<file path="config.mk">
export PLATFORM = sky130hd
export DESIGN_NAME = mpr_control_regs
export DESIGN_NICKNAME = d
export VERILOG_FILES = /design/src/shared/mpr_pkg.sv /design/src/shared/mpr_port_if.sv /design/src/hw/mpr_serial_port.sv /design/src/hw/mpr_control_regs.sv
export SDC_FILE = /design/constraint.sdc
export NUM_CORES = 1
export LEC_CHECK = 0
export BUFFER_PORTS_ARGS = -buffer_cell sky130_fd_sc_hd__clkbuf_2
export CAP_MARGIN = 40
export CORE_MARGIN = 4
export CORE_UTILIZATION = 50
export CTS_CLUSTER_DIAMETER = 30
export DETAILED_ROUTE_END_ITERATION = 8
export GPL_ROUTABILITY_DRIVEN = 0
export PLACE_DENSITY = 0.81
export RECOVER_POWER = 100
export SETUP_SLACK_MARGIN = 0.1
export SYNTH_ARGS = -nofsm -noshare
export SYNTH_HDL_FRONTEND = slang
export SYNTH_SLANG_ARGS = --single-unit
</file>
<file path="constraint.sdc">
create_clock -name sys_clk -period 3 [get_ports sys_clk]
set_clock_uncertainty 0.05 [all_clocks]
set_input_delay 0.3 -clock sys_clk [delete_from_list [all_inputs] [get_ports sys_clk]]
set_output_delay 0.3 -clock sys_clk [all_outputs]
set_load 0.005 [all_outputs]
</file>
<file path="src/shared/mpr_pkg.sv">
// Constants for the mixer and synthesizer control word bank.
// Assumes a 16-bit word per address and a seven-bit word address.
package mpr_pkg;

   // -----------------------------------------------------------------
   // Serial frame layout
   // -----------------------------------------------------------------
   localparam int ADDR_W = 7;
   localparam int DATA_W = 16;
   localparam logic [4:0] HEAD_BITS = 5'h08;
   localparam logic [4:0] FRAME_BITS = 5'h18;

   // -----------------------------------------------------------------
   // Word addresses and reset values
   // -----------------------------------------------------------------
   localparam logic [6:0] ADDR_RESTART = 7'h00;
   localparam logic [6:0] ADDR_REVISION_B = 7'h7e;
   localparam logic [6:0] ADDR_PRODUCT_B = 7'h7f;
   localparam int REG_COUNT = 13;
   localparam int IDX_POWER = 0;
   localparam int IDX_INT = 1;
   localparam int IDX_FRAC = 2;
   localparam int IDX_MOD = 3;
   localparam int IDX_IFBIAS = 4;
   localparam int IDX_PUMP = 5;
   localparam int IDX_PFDA = 6;
   localparam int IDX_OSC = 7;
   localparam int IDX_BALUN = 8;
   localparam int IDX_PFDB = 9;
   localparam logic [6:0] REG_ADDR [REG_COUNT] = '{7'h01, 7'h02, 7'h03, 7'h04, 7'h10,
      7'h20, 7'h21, 7'h22, 7'h30, 7'h40, 7'h42, 7'h43, 7'h44};
   localparam logic [15:0] REG_RESET [REG_COUNT] = '{16'h0000, 16'h0058, 16'h0250,
      16'h0600, 16'h02b5, 16'h0026, 16'h0003, 16'h000a, 16'h0000, 16'h0010, 16'h000e,
      16'h0001, 16'h0000};

   // -----------------------------------------------------------------
   // Field positions
   // -----------------------------------------------------------------
   localparam int PWR_LO_REG = 15;
   localparam int PWR_LO2 = 14;
   localparam int PWR_BALUN = 13;
   localparam int PWR_LO1 = 12;
   localparam int PWR_DIV_REG = 11;
   localparam int PWR_RX_LSB = 9;
   localparam int PWR_EXT_LO = 8;
   localparam int PWR_LO_DRV = 7;
   localparam int PWR_OSC_BUF = 6;
   localparam int PWR_REF_BUF = 5;
   localparam int PWR_OSC = 4;
   localparam int PWR_DIVIDERS = 3;
   localparam int PWR_PUMP = 2;
   localparam int PWR_OSC_REG = 1;
   localparam int PWR_MAIN_REG = 0;
   localparam int INT_MODE_BIT = 15;
   localparam int IF_LIN_EFF_BIT = 15;
   localparam int IF_MAIN_EFF_BIT = 14;
   localparam int IF_LIN_SLOPE_LSB = 12;
   localparam int IF_MAIN_SLOPE_LSB = 10;
   localparam int IF_LIN_BIAS_LSB = 6;
   localparam int IF_LIN_INT_BIT = 5;
   localparam int IF_MAIN_BIAS_LSB = 1;
   localparam int IF_MAIN_INT_BIT = 0;
   localparam int PUMP_SCALE_LSB = 8;
   localparam int PUMP_BLEED_POL_BIT = 7;
   localparam int REF_OUT_LSB = 13;
   localparam int DET_POL_BIT = 12;
   localparam int LO_LEVEL_LSB = 6;
   localparam int LO_DIV_LSB = 3;
   localparam int BAL_GATE_LSB = 11;
   localparam int BAL_FILTER_LSB = 8;
   localparam int BALUN_OUTPUT_CAPACITANCE_LSB = 4;
   localparam int PUMP_CTRL_LSB = 2;
   localparam logic [2:0] OSC_EXTERNAL = 3'h6;
   localparam logic [3:0] OSC_CORE_RESET = 4'h4;
   localparam logic [7:0] REF_ROUTE_RESET = 8'h01;

endpackage

</file>
<file path="src/shared/mpr_port_if.sv">
// Word transfer carrier between the serial port and the word bank.
// Assumes both ends run on the same system clock.
`timescale 1ns/1ps
interface mpr_port_if import mpr_pkg::*; ();
   // Word address of the current frame, held until the next frame.
   logic [ADDR_W-1:0] addr;
   // Write data and its one-cycle strobe.
   logic [DATA_W-1:0] wrData;
   logic wrStb;
   // Read value for the held address.
   logic [DATA_W-1:0] rdData;

   modport port (output addr, output wrData, output wrStb, input rdData);
   modport bank (input addr, input wrData, input wrStb, output rdData);
endinterface

</file>
<file path="src/hw/mpr_serial_port.sv">
// Three-wire serial slave: takes frames and presents words to the bank.
// Assumes the serial clock is much slower than sys_clk and idles low.
`timescale 1ns/1ps
module mpr_serial_port import mpr_pkg::*; (
   // Clock and reset.
   input wire logic sys_clk,
   input wire logic rstn,
   // Serial pins.
   input wire logic serialClk,
   input wire logic chipSelectN,
   input wire logic sdioIn,
   output logic sdioOut,
   output logic sdioOe,
   // Word side.
   mpr_port_if.port regPort
);
   logic [2:0] clkSync, next_clkSync;
   logic [1:0] selSync, next_selSync;
   logic [1:0] datSync, next_datSync;
   logic [4:0] count, next_count;
   logic [15:0] shift, next_shift;
   logic [15:0] outShift, next_outShift;
   logic [6:0] addr, next_addr;
   logic [15:0] wrData, next_wrData;
   logic isRead, next_isRead, wrStb, next_wrStb, loadPending, next_loadPending;
   logic next_sdioOut, next_sdioOe, rise, fall;

   // Frame decoding: read/write flag, seven address bits, sixteen data bits, MSB first.
   always_comb begin
      next_clkSync = {clkSync[1:0], serialClk};
      next_selSync = {selSync[0], chipSelectN};
      next_datSync = {datSync[0], sdioIn};
      rise = clkSync[1] & ~clkSync[2];
      fall = ~clkSync[1] & clkSync[2];
      next_count = count;
      next_shift = shift;
      next_outShift = outShift;
      next_addr = addr;
      next_wrData = wrData;
      next_isRead = isRead;
      next_wrStb = 1'b0;
      next_loadPending = 1'b0;
      next_sdioOut = sdioOut;
      next_sdioOe = sdioOe;
      if (selSync[1]) begin
         next_count = 5'h00;
         next_isRead = 1'b0;
         next_sdioOe = 1'b0;
      end else begin
         if (rise && count != FRAME_BITS) begin
            next_shift = {shift[14:0], datSync[1]};
            next_count = count + 5'h01;
            if (count == HEAD_BITS - 5'h01) begin
               next_addr = {shift[5:0], datSync[1]};
               next_isRead = shift[6];
               next_loadPending = 1'b1;
            end
            if (count == FRAME_BITS - 5'h01 && !isRead) begin
               next_wrData = {shift[14:0], datSync[1]};
               next_wrStb = 1'b1;
            end
         end
         if (loadPending) begin
            next_outShift = regPort.rdData;
         end
         if (fall && isRead && count >= HEAD_BITS && count < FRAME_BITS) begin
            next_sdioOut = outShift[15];
            next_outShift = {outShift[14:0], 1'b0};
            next_sdioOe = 1'b1;
         end
      end
   end

   // State registers.
   always_ff @(posedge sys_clk) begin
      if (!rstn) begin
         clkSync <= 3'h0;
         selSync <= 2'h3;
         datSync <= 2'h0;
         count <= 5'h00;
         shift <= 16'h0000;
         outShift <= 16'h0000;
         addr <= 7'h00;
         wrData <= 16'h0000;
         isRead <= 1'b0;
         wrStb <= 1'b0;
         loadPending <= 1'b0;
         sdioOut <= 1'b0;
         sdioOe <= 1'b0;
      end else begin
         clkSync <= next_clkSync;
         selSync <= next_selSync;
         datSync <= next_datSync;
         count <= next_count;
         shift <= next_shift;
         outShift <= next_outShift;
         addr <= next_addr;
         wrData <= next_wrData;
         isRead <= next_isRead;
         wrStb <= next_wrStb;
         loadPending <= next_loadPending;
         sdioOut <= next_sdioOut;
         sdioOe <= next_sdioOe;
      end
   end

   // Word side outputs.
   assign regPort.addr = addr;
   assign regPort.wrData = wrData;
   assign regPort.wrStb = wrStb;
endmodule

</file>
<file path="src/hw/mpr_control_regs.sv">
// Control word bank of the dual receive mixer and its frequency synthesizer.
// Assumes a host on the three-wire serial pins and one system clock.
`timescale 1ns/1ps
module mpr_control_regs import mpr_pkg::*; #(
   // Identification words; the values are arbitrary.
   parameter logic [15:0] REVISION_WORD = 16'h0a01,
   parameter logic [15:0] PRODUCT_WORD = 16'h0b02
) (
   // Clock and reset.
   input wire logic sys_clk,
   input wire logic rstn,
   // Serial pins.
   input wire logic serialClk,
   input wire logic chipSelectN,
   input wire logic sdioIn,
   output logic sdioOut,
   output logic sdioOe,
   // Restart strobe.
   output logic softRestart,
   // Power block_power_switches.
   output logic loRegulatorOn,
   output logic secondLoOn,
   output logic inputBalunOn,
   output logic firstLoOn,
   output logic dividerRegulatorOn,
   output logic [1:0] receiveChannelPower,
   output logic externalLoPathOn,
   output logic loDriverOn,
   output logic oscBufferRegulatorOn,
   output logic referenceBufferOn,
   output logic oscillatorsOn,
   output logic dividersOn,
   output logic pumpOn,
   output logic oscRegulatorOn,
   output logic mainRegulatorOn,
   // Synthesizer dividers.
   output logic integerMode,
   output logic [14:0] integerDivide,
   output logic [15:0] fractionNumerator,
   output logic [15:0] fractionModulus,
   // IF amplifier bias.
   output logic linearityDacEfficiencyMode,
   output logic mainDacEfficiencyMode,
   output logic [1:0] linearitySlope,
   output logic [1:0] mainSlope,
   output logic [3:0] linearityBiasLevel,
   output logic linearityBiasInternal,
   output logic [3:0] mainBiasLevel,
   output logic mainBiasInternal,
   // Charge pump and phase detector.
   output logic [5:0] pumpCurrentScale,
   output logic bleedPolarity,
   output logic [6:0] bleedMagnitude,
   output logic [7:0] referenceOutRoute,
   output logic detectorPolarity,
   output logic [11:0] referenceDivideRatio,
   output logic [2:0] pumpControlField,
   // Oscillator and LO.
   output logic [3:0] oscillatorCoreOn,
   output logic externalLoSelected,
   output logic [1:0] loDriveLevel,
   output logic [2:0] loDivide,
   // Mixer balun.
   output logic [2:0] mixerGateBias,
   output logic [2:0] mixerOutputFilter,
   output logic [3:0] balunOutputCapacitance
);
   // -----------------------------------------------------------------
   // Storage and serial port
   // -----------------------------------------------------------------
   logic [15:0] word [REG_COUNT];
   logic [15:0] next_word [REG_COUNT];
   logic next_softRestart;
   logic [3:0] next_oscillatorCoreOn;
   logic next_externalLoSelected;
   logic [7:0] next_referenceOutRoute;
   logic [2:0] oscSelect;
   logic [2:0] refSelect;

   // Word transfers between port and bank.
   mpr_port_if regLink ();

   mpr_serial_port serialPort (
      .sys_clk(sys_clk),
      .rstn(rstn),
      .serialClk(serialClk),
      .chipSelectN(chipSelectN),
      .sdioIn(sdioIn),
      .sdioOut(sdioOut),
      .sdioOe(sdioOe),
      .regPort(regLink.port)
   );

   // Maps a word address to its slot in the bank, or -1 when unmapped.
   function automatic int regIndex(input logic [6:0] a);
      int found;
      found = -1;
      for (int i = 0; i < REG_COUNT; i++) begin
         if (REG_ADDR[i] == a) begin
            found = i;
         end
      end
      return found;
   endfunction

   // -----------------------------------------------------------------
   // Read path
   // -----------------------------------------------------------------
   // The read value follows the held address; unmapped addresses read zero.
   always_comb begin
      int idx;
      idx = regIndex(regLink.addr);
      if (regLink.addr == ADDR_RESTART) begin
         regLink.rdData = 16'h0000;
      end else if (regLink.addr == ADDR_REVISION_B) begin
         regLink.rdData = REVISION_WORD;
      end else if (regLink.addr == ADDR_PRODUCT_B) begin
         regLink.rdData = PRODUCT_WORD;
      end else if (idx >= 0) begin
         regLink.rdData = word[idx];
      end else begin
         regLink.rdData = 16'h0000;
      end
   end

   // -----------------------------------------------------------------
   // Write path, restart and decoders
   // -----------------------------------------------------------------
   // Codes feeding the registered decoders.
   assign oscSelect = word[IDX_OSC][2:0];
   assign refSelect = word[IDX_PFDA][REF_OUT_LSB +: 3];

   // Next values of the bank, the restart strobe and the decoded selections.
   always_comb begin
      int idx;
      idx = regIndex(regLink.addr);
      next_softRestart = regLink.wrStb && (regLink.addr == ADDR_RESTART);
      for (int i = 0; i < REG_COUNT; i++) begin
         next_word[i] = softRestart ? REG_RESET[i] : word[i];
      end
      // Frames far outlast the restart pulse; a same-cycle write would win.
      if (regLink.wrStb && idx >= 0) begin
         next_word[idx] = regLink.wrData;
      end
      next_oscillatorCoreOn = 4'h0;
      if (!oscSelect[2]) begin
         next_oscillatorCoreOn[oscSelect[1:0]] = 1'b1;
      end
      next_externalLoSelected = (oscSelect == OSC_EXTERNAL);
      next_referenceOutRoute = 8'h01 << refSelect;
   end

   // Bank and decoder registers; the power-on reset loads the listed values.
   always_ff @(posedge sys_clk) begin
      if (!rstn) begin
         word <= REG_RESET;
         softRestart <= 1'b0;
         oscillatorCoreOn <= OSC_CORE_RESET;
         externalLoSelected <= 1'b0;
         referenceOutRoute <= REF_ROUTE_RESET;
      end else begin
         word <= next_word;
         softRestart <= next_softRestart;
         oscillatorCoreOn <= next_oscillatorCoreOn;
         externalLoSelected <= next_externalLoSelected;
         referenceOutRoute <= next_referenceOutRoute;
      end
   end

   // -----------------------------------------------------------------
   // Field outputs
   // -----------------------------------------------------------------
   // Each power function has its own bit; receive channel power takes two, bits 10:9.
   assign loRegulatorOn = word[IDX_POWER][PWR_LO_REG];
   assign secondLoOn = word[IDX_POWER][PWR_LO2];
   assign inputBalunOn = word[IDX_POWER][PWR_BALUN];
   assign firstLoOn = word[IDX_POWER][PWR_LO1];
   assign dividerRegulatorOn = word[IDX_POWER][PWR_DIV_REG];
   assign receiveChannelPower = word[IDX_POWER][PWR_RX_LSB +: 2];
   assign externalLoPathOn = word[IDX_POWER][PWR_EXT_LO];
   assign loDriverOn = word[IDX_POWER][PWR_LO_DRV];
   assign oscBufferRegulatorOn = word[IDX_POWER][PWR_OSC_BUF];
   assign referenceBufferOn = word[IDX_POWER][PWR_REF_BUF];
   assign oscillatorsOn = word[IDX_POWER][PWR_OSC];
   assign dividersOn = word[IDX_POWER][PWR_DIVIDERS];
   assign pumpOn = word[IDX_POWER][PWR_PUMP];
   assign oscRegulatorOn = word[IDX_POWER][PWR_OSC_REG];
   assign mainRegulatorOn = word[IDX_POWER][PWR_MAIN_REG];

   // Synthesizer divider settings.
   assign integerMode = word[IDX_INT][INT_MODE_BIT];
   assign integerDivide = word[IDX_INT][14:0];
   assign fractionNumerator = word[IDX_FRAC];
   assign fractionModulus = word[IDX_MOD];

   // IF amplifier bias settings.
   assign linearityDacEfficiencyMode = word[IDX_IFBIAS][IF_LIN_EFF_BIT];
   assign mainDacEfficiencyMode = word[IDX_IFBIAS][IF_MAIN_EFF_BIT];
   assign linearitySlope = word[IDX_IFBIAS][IF_LIN_SLOPE_LSB +: 2];
   assign mainSlope = word[IDX_IFBIAS][IF_MAIN_SLOPE_LSB +: 2];
   assign linearityBiasLevel = word[IDX_IFBIAS][IF_LIN_BIAS_LSB +: 4];
   assign linearityBiasInternal = word[IDX_IFBIAS][IF_LIN_INT_BIT];
   assign mainBiasLevel = word[IDX_IFBIAS][IF_MAIN_BIAS_LSB +: 4];
   assign mainBiasInternal = word[IDX_IFBIAS][IF_MAIN_INT_BIT];

   // Charge pump and phase detector settings; bits 15:14 of the pump word steer nothing.
   assign pumpCurrentScale = word[IDX_PUMP][PUMP_SCALE_LSB +: 6];
   assign bleedPolarity = word[IDX_PUMP][PUMP_BLEED_POL_BIT];
   assign bleedMagnitude = word[IDX_PUMP][6:0];
   assign detectorPolarity = word[IDX_PFDA][DET_POL_BIT];
   assign referenceDivideRatio = word[IDX_PFDA][11:0];
   assign pumpControlField = word[IDX_PFDB][PUMP_CTRL_LSB +: 3];

   // Oscillator and LO settings.
   assign loDriveLevel = word[IDX_OSC][LO_LEVEL_LSB +: 2];
   assign loDivide = word[IDX_OSC][LO_DIV_LSB +: 3];

   // Balun settings; one filter and one capacitance value serve both channels.
   assign mixerGateBias = word[IDX_BALUN][BAL_GATE_LSB +: 3];
   assign mixerOutputFilter = word[IDX_BALUN][BAL_FILTER_LSB +: 3];
   assign balunOutputCapacitance = word[IDX_BALUN][BALUN_OUTPUT_CAPACITANCE_LSB +: 4];

   // Single-word write strobes for the checks.
   logic wrPower, wrIfBias, wrPump;
   assign wrPower = regLink.wrStb && regLink.addr == REG_ADDR[IDX_POWER];
   assign wrIfBias = regLink.wrStb && regLink.addr == REG_ADDR[IDX_IFBIAS];
   assign wrPump = regLink.wrStb && regLink.addr == REG_ADDR[IDX_PUMP];
   logic wrInt, wrPfdA, wrBalun;
   assign wrInt = regLink.wrStb && regLink.addr == REG_ADDR[IDX_INT];
   assign wrPfdA = regLink.wrStb && regLink.addr == REG_ADDR[IDX_PFDA];
   assign wrBalun = regLink.wrStb && regLink.addr == REG_ADDR[IDX_BALUN];
endmodule

</file>
---- Word level (Yosys, flattened, before mapping) ----
Index checks and enable logic that the tools add are counted.
storage, ports and cells
  bits in registers ....................... 293
  bits of input ports ..................... 5
  output and inout port bits .............. 141
  word-level logic and storage cells ...... 132
cells by class
  $add $sub $neg .......................... 1
  order comparisons ....................... 7
  equal/unequal tests ..................... 19
  shift-type cells ........................ 1
  muxes and demuxes ....................... 44
  bitwise operators ....................... 8
  reduce and logical (&&, ||, !) cells .... 21
operator list
  kind                                                                                   number
  32-bit two-way mux                                                                     13
  16-bit two-way mux                                                                     22
  208-bit bitwise mux                                                                    1
  208-bit two-way mux                                                                    1
  16-bit binary-select mux with 4-bit select                                             1
  16-bit demux with 4-bit select                                                         1
  32-bit by 1-bit greater-or-equal comparator with 1-bit output (second input constant)  1
  32-bit by 5-bit greater-or-equal comparator with 1-bit output (second input constant)  1
  32-bit by 1-bit < comparator with 1-bit output (second input constant)                 1
  32-bit NOT                                                                             1
  6-bit by 7-bit equality test with 1-bit output (first input constant)                  4
  7-bit equality test (first input constant)                                             4
  2-bit by 7-bit equality test with 1-bit output (first input constant)                  2
  7-bit equality test (second input constant)                                            2
  1-bit logical AND                                                                      9
  2-bit AND reduction                                                                    4
  1-bit by 3-bit << shifter with 8-bit output (first input constant)                     1
  1-bit by 7-bit equality test with 1-bit output (first input constant)                  1
  3-bit by 7-bit equality test with 1-bit output (first input constant)                  1
  5-bit by 7-bit equality test with 1-bit output (first input constant)                  1
  7-bit logical NOT                                                                      1
  3-bit AND reduction                                                                    2
  5-bit by 1-bit adder with 5-bit output (second input constant)                         1
  5-bit by 3-bit equality test with 1-bit output (second input constant)                 1
  16 further kinds                                                                       24

---- Depth between registers and ports, before layout ----
  depth after elaboration ................. 24
  mapped depth ............................ 10
  depth with buffers taken out ............ 8

---- Cells and area by module ----
Synthesis repeated with hierarchy kept, for this count alone.
second synthesis, totals
  cell total of the unflattened synthesis .. 1740
  area total of the unflattened synthesis .. 14356.3 µm²
by module, submodules not included
  module            instances  cells an instance  area an instance (µm²)  seq. area each (µm²)
  mpr_control_regs  1          1427               11373.4                 4444.3
  mpr_serial_port   1          313                2982.9                  1421.4

---- Worst setup path after synthesis ----
OpenSTA, ideal clock, no wires.
  path type ............................... register to register
  start point ............................. register serialPort.addr[5], in the netlist serialPort.regPort.addr[5]
  end point ............................... register word (netlist bit fractionNumerator[10])
  library setup time ...................... 0.132 ns
  arrival time ............................ 2.247 ns
  required time ........................... 2.818 ns
  setup slack ............................. 0.571 ns
  cell stages (with the launch flop) ...... 11
  path buffers ............................ 4
  clock period less this slack ............ 2.429 ns
  path through ............................ dfxtp_1 buf_2 or2_0 buf_2 o32a_4 o211a_4 or3_1 clkbuf_1 buf_2 nand3_1 a21oi_1
between the ends
  longest elaborated chain between the ends .. 21
  elaborated cells between the ends (all ways) .. 36
  classes of those cells .................. 3 x order compare; 13 x eq/ne; 17 x mux; 1 x bitwise; 2 x reduce/logical
RTL lines
  item                                                                                                                                                          line                     text
  from (decl)                                                                                                                                                   mpr_serial_port.sv:23    logic [6:0] addr, next_addr;
  from (signal assigned)                                                                                                                                        mpr_serial_port.sv:97    addr <= next_addr;
  1-bit by 7-bit equality test with 1-bit output                                                                                                                mpr_control_regs.sv:99   if (REG_ADDR[i] == a) begin
  32-bit two-way mux (12 in a row)                                                                                                                              mpr_control_regs.sv:99
  32-bit two-way mux (*)                                                                                                                                        mpr_control_regs.sv:99
  32-bit NOT (not written as such)                                                                                                                              mpr_control_regs.sv:143  next_word[idx] = regLink.wrData;
  32-bit by 5-bit greater-or-equal comparator with 1-bit output (not written as such) / 32-bit by 1-bit < comparator with 1-bit output (equally long branches)  mpr_control_regs.sv:143
  1-bit logical AND (not written as such)                                                                                                                       mpr_control_regs.sv:143
  16-bit two-way mux (not written as such)                                                                                                                      mpr_control_regs.sv:143
  16-bit demux with 4-bit select                                                                                                                                mpr_control_regs.sv:143
  208-bit bitwise mux                                                                                                                                           mpr_control_regs.sv:143
  208-bit two-way mux (*)                                                                                                                                       mpr_control_regs.sv:142  if (regLink.wrStb && idx >= 0) begin
  to (signal assigned)                                                                                                                                          mpr_control_regs.sv:162  word <= next_word;
  to (decl)                                                                                                                                                     mpr_control_regs.sv:71   logic [15:0] word [REG_COUNT];
Mark *: on every way between the ends. The rest lies on a longest branch, timed or not.
A chain may end at the register's enable or synchronous reset.

---- Worst setup path after layout ----
  start point ............................. register serialPort.addr[4], in the netlist serialPort.regPort.addr[4]
  end point ............................... register serialPort.outShift[9]
between the ends
  longest elaborated chain between the ends .. 24
  elaborated cells between the ends (all ways) .. 40
  classes of those cells .................. 1 x order compare; 15 x eq/ne; 22 x mux; 1 x bitwise; 1 x reduce/logical
RTL lines
  item                                                                         line                     text
  parallel branches: the longest is 21 deep, another holds 32-bit two-way mux  --
  16-bit two-way mux (*)                                                       mpr_control_regs.sv:113  if (regLink.addr == ADDR_RESTART) begin
  16-bit two-way mux (*)                                                       mpr_serial_port.sv:63    if (loadPending) begin
  16-bit two-way mux (*)                                                       mpr_serial_port.sv:66    if (fall && isRead && count >= HEAD_BITS && count < FRAME_BITS) begin
  to (signal assigned)                                                         mpr_serial_port.sv:96    outShift <= next_outShift;
  to (decl)                                                                    mpr_serial_port.sv:22    logic [15:0] outShift, next_outShift;
Mark *: on every way between the ends. The select of a mux whose other input is x is not followed.

==> metrics.txt <==
Hold Vio Cnt, Final=0; final setup TNS=0 ns; Root Driver=clkbuf_16; Crit path arrival time=3.26 ns; ys async rst share=0; VDD IR max=365 uV; r2r worst-path depth=7; # fillers=2404; synth top area cells=dfxtp_1 42%, a21oi_1 7.9%, nand3_1 5.9%, buf_4 5.8%, nand2_1 5.7%; DR pass1 iterations=8; Final WS setup=0.118 ns; Clk Latency, worst-skew pair=0.56 ns; most common cell in the synthesized netlist=dfxtp_1; worst hold path class=input pin to flop; Post-synth EDFFs=0; Wirelength per Cell=22.6 um; Cell Pwr Density=602 nW/um^2; # setup viols final=0; routed wire length=49.1 mm; clk sinks=293; Multi-input gate area=6600 um^2; sequential cell area=5870 um^2; Slew Limit Fails=0; io pins=146; GRT Resource Usage Total=0.302; initial antenna violation count=1; postcts setup bufs=0; Max-slew headroom=0.0661; type of element capturing the critical path=flop; WHS Path Cells=3; vias in the first global route=12900; Synth top area share=0.418; first-pass GRT wire length=74.1 mm; worst-path fanout max=13; drt drc=0; via/cell ratio=6.45; final core occ=0.579; CP max-delay cell=o311ai_0; dpl hpwl=33.0 mm; RSZ-0062 raised after global routing=no; Vias=14000; synthesized area=14000 um^2; Main synth FF type=dfxtp_1; Post-Syn Instances=1732; die height=175 um; DRT antenna net count=0; most area-hungry cell type in the Yosys netlist=dfxtp_1; H-tree Lvls=2; DR iter-0 viols=2330; Tcrit/Tclk final=0.961; grt total ovfl=0; crit path launch type=flop; ratio of cells with drive above 1 in the final layout=0.147; Die Span X=175 um; Yosys reg bits=293; average cell area after synthesis=8.10 um^2; slowest stage delay, CP=0.58 ns; IO Port Bufs=145; Initial Util=0.506; total CTS buffers=48; core area=27700 um^2; Final min period=2.88 ns; Clock transition at path regs=0.05 ns; most frequent cells after synthesis=293 x dfxtp_1, 221 x a21oi_1, 214 x nand2_1; worst-path cell chain=or2_0 > o32a_4 > nand2b_1 > clkbuf_2 > o311ai_0 > a211o_1 > o31ai_1; Max Cap Viol=0; Syn Nets=1739; Worst Path Required=3.38 ns; pin count of the biggest net entering global routing=68; status=complete, no violations; Synth cell types=71; WS Path Type=flop to flop; Pleak=6.01 nW; Yosys warnings=0; Area growth syn-to-layout=14.3%; Die ar.=30800 um^2; Std-Cell Rows=61; PnR Total Power=9.65 mW; fmax=347 MHz; Slew @ Worst Pin=1.40 ns; CTS max path bufs=3; register area share after synthesis=0.418; Place WS=0.0543 ns; TritonCTS clock tree=done; number of nets in the layout=1760
-- what timing repair did --
action / in CTS / in global routing
gates cloned: 0 / 0
pin swaps: 0 / 0
resized for setup: 1 / 5
hold endpoints to repair: 3 / 0
hold buffers: 3 / 0
setup endpoints to repair: 2 / 53
-- worst paths after layout --
check | from | endpoint | slack, ns
max reg2reg | serialPort.regPort.addr[4] | serialPort.outShift[9] | 0.12
max | serialPort.regPort.addr[4] | serialPort.outShift[9] | 0.12
min reg2reg | serialPort.selSync[0] | serialPort.selSync[1] | 0.37
min | rstn | serialPort.loadPending | 0.33
-- where the power goes --
| part | switching, mW | internal (mW) |
|---|---|---|
| sequential | 0.00314 | 3.90 |
| clock | 2.08 | 3.58 |
| combinational | 0.0732 | 0.0145 |
| total | 2.16 | 7.49 |
-- state kept, by name (all words and copies together), names as in the netlist, 4 cells and up --
register and flops:
serialPort.regPort.wrData 16, referenceDivideRatio 12, serialPort.regPort.addr 7, fractionNumerator 16
referenceOutRoute 8, word 77, serialPort.count 5, fractionModulus 16
serialPort.outShift 16, oscillatorCoreOn 4, pumpCurrentScale 6, serialPort.shift 15
integerDivide 15, mainBiasLevel 4, balunOutputCapacitance 4, bleedMagnitude 7
linearityBiasLevel 4
-- stage by stage --
| step | hold WS (ns) | std cells | cell area (um^2) |
|---|---|---|---|
| 5_1_grt | 0.355 | 2169 | 16000 |
| 6_report | 0.329 | 2170 | 16000 |
| 3_5_place_dp | 0.349 | 2078 | 14500 |
| 2_1_floorplan | 0.336 | 1732 | 14000 |
| 4_1_cts | 0.283 | 2169 | 16200 |
| 3_3_place_gp | 0.343 | 2071 | 14400 |
-- worst max-delay path, delay by kind of cell, from the launching register on --
kind / cells / cell delay [ns]
AOI/OAI and AO/OA: 4 / 1.38
DFF: 1 / 0.30
buffers and inverters: 1 / 0.31
and+or+nand+nor: 2 / 0.71
-- cell families after synthesis --
logic type,synth area share
adder cells (fa/ha/maj),0.00178
multiplexers,0.0350
flip-flops,0.418
XOR/XNOR,0.00375
buffers and inverters,0.110
AND/OR/NAND/NOR,0.225
AO/OA/AOI/OAI,0.206
-- area by class of cell --
cell class / count / share of cell area
multi-input combinational: 1156 / 0.411
sequential: 293 / 0.366
timing repair buffer: 237 / 0.0832
clock buffer: 55 / 0.0803
tap: 378 / 0.0295
clock inverter: 33 / 0.0250
inverter: 17 / 0.00445
antenna: 1 / 0.000156
-- placed cells by master, fill, tap and decap left out, drive strengths merged, types with 14 or more instances in the layout --
master and n:
nand3b 16, nor3 59, o211ai 23, o21ai 32
nand2 214, and3 19, o211a 24, nor4 18
a211oi 28, o22ai 31, inv 26, nand3 166
clkbuf 217, clkinv 14, dfxtp 293, nor2 106
buf 72, mux2i 49, a21oi 223
-- layer usage --
layer	GRT usage	wire (um)	part of all wire	up-vias
met5	0	0	0	-
met4	0.177	3410	0.069	0
met1	0.382	17800	0.36	6493
met3	0.0895	6800	0.14	257
met2	0.457	21100	0.43	1144
li1	-	-	-	6106
(Power assumes the default switching activity.)
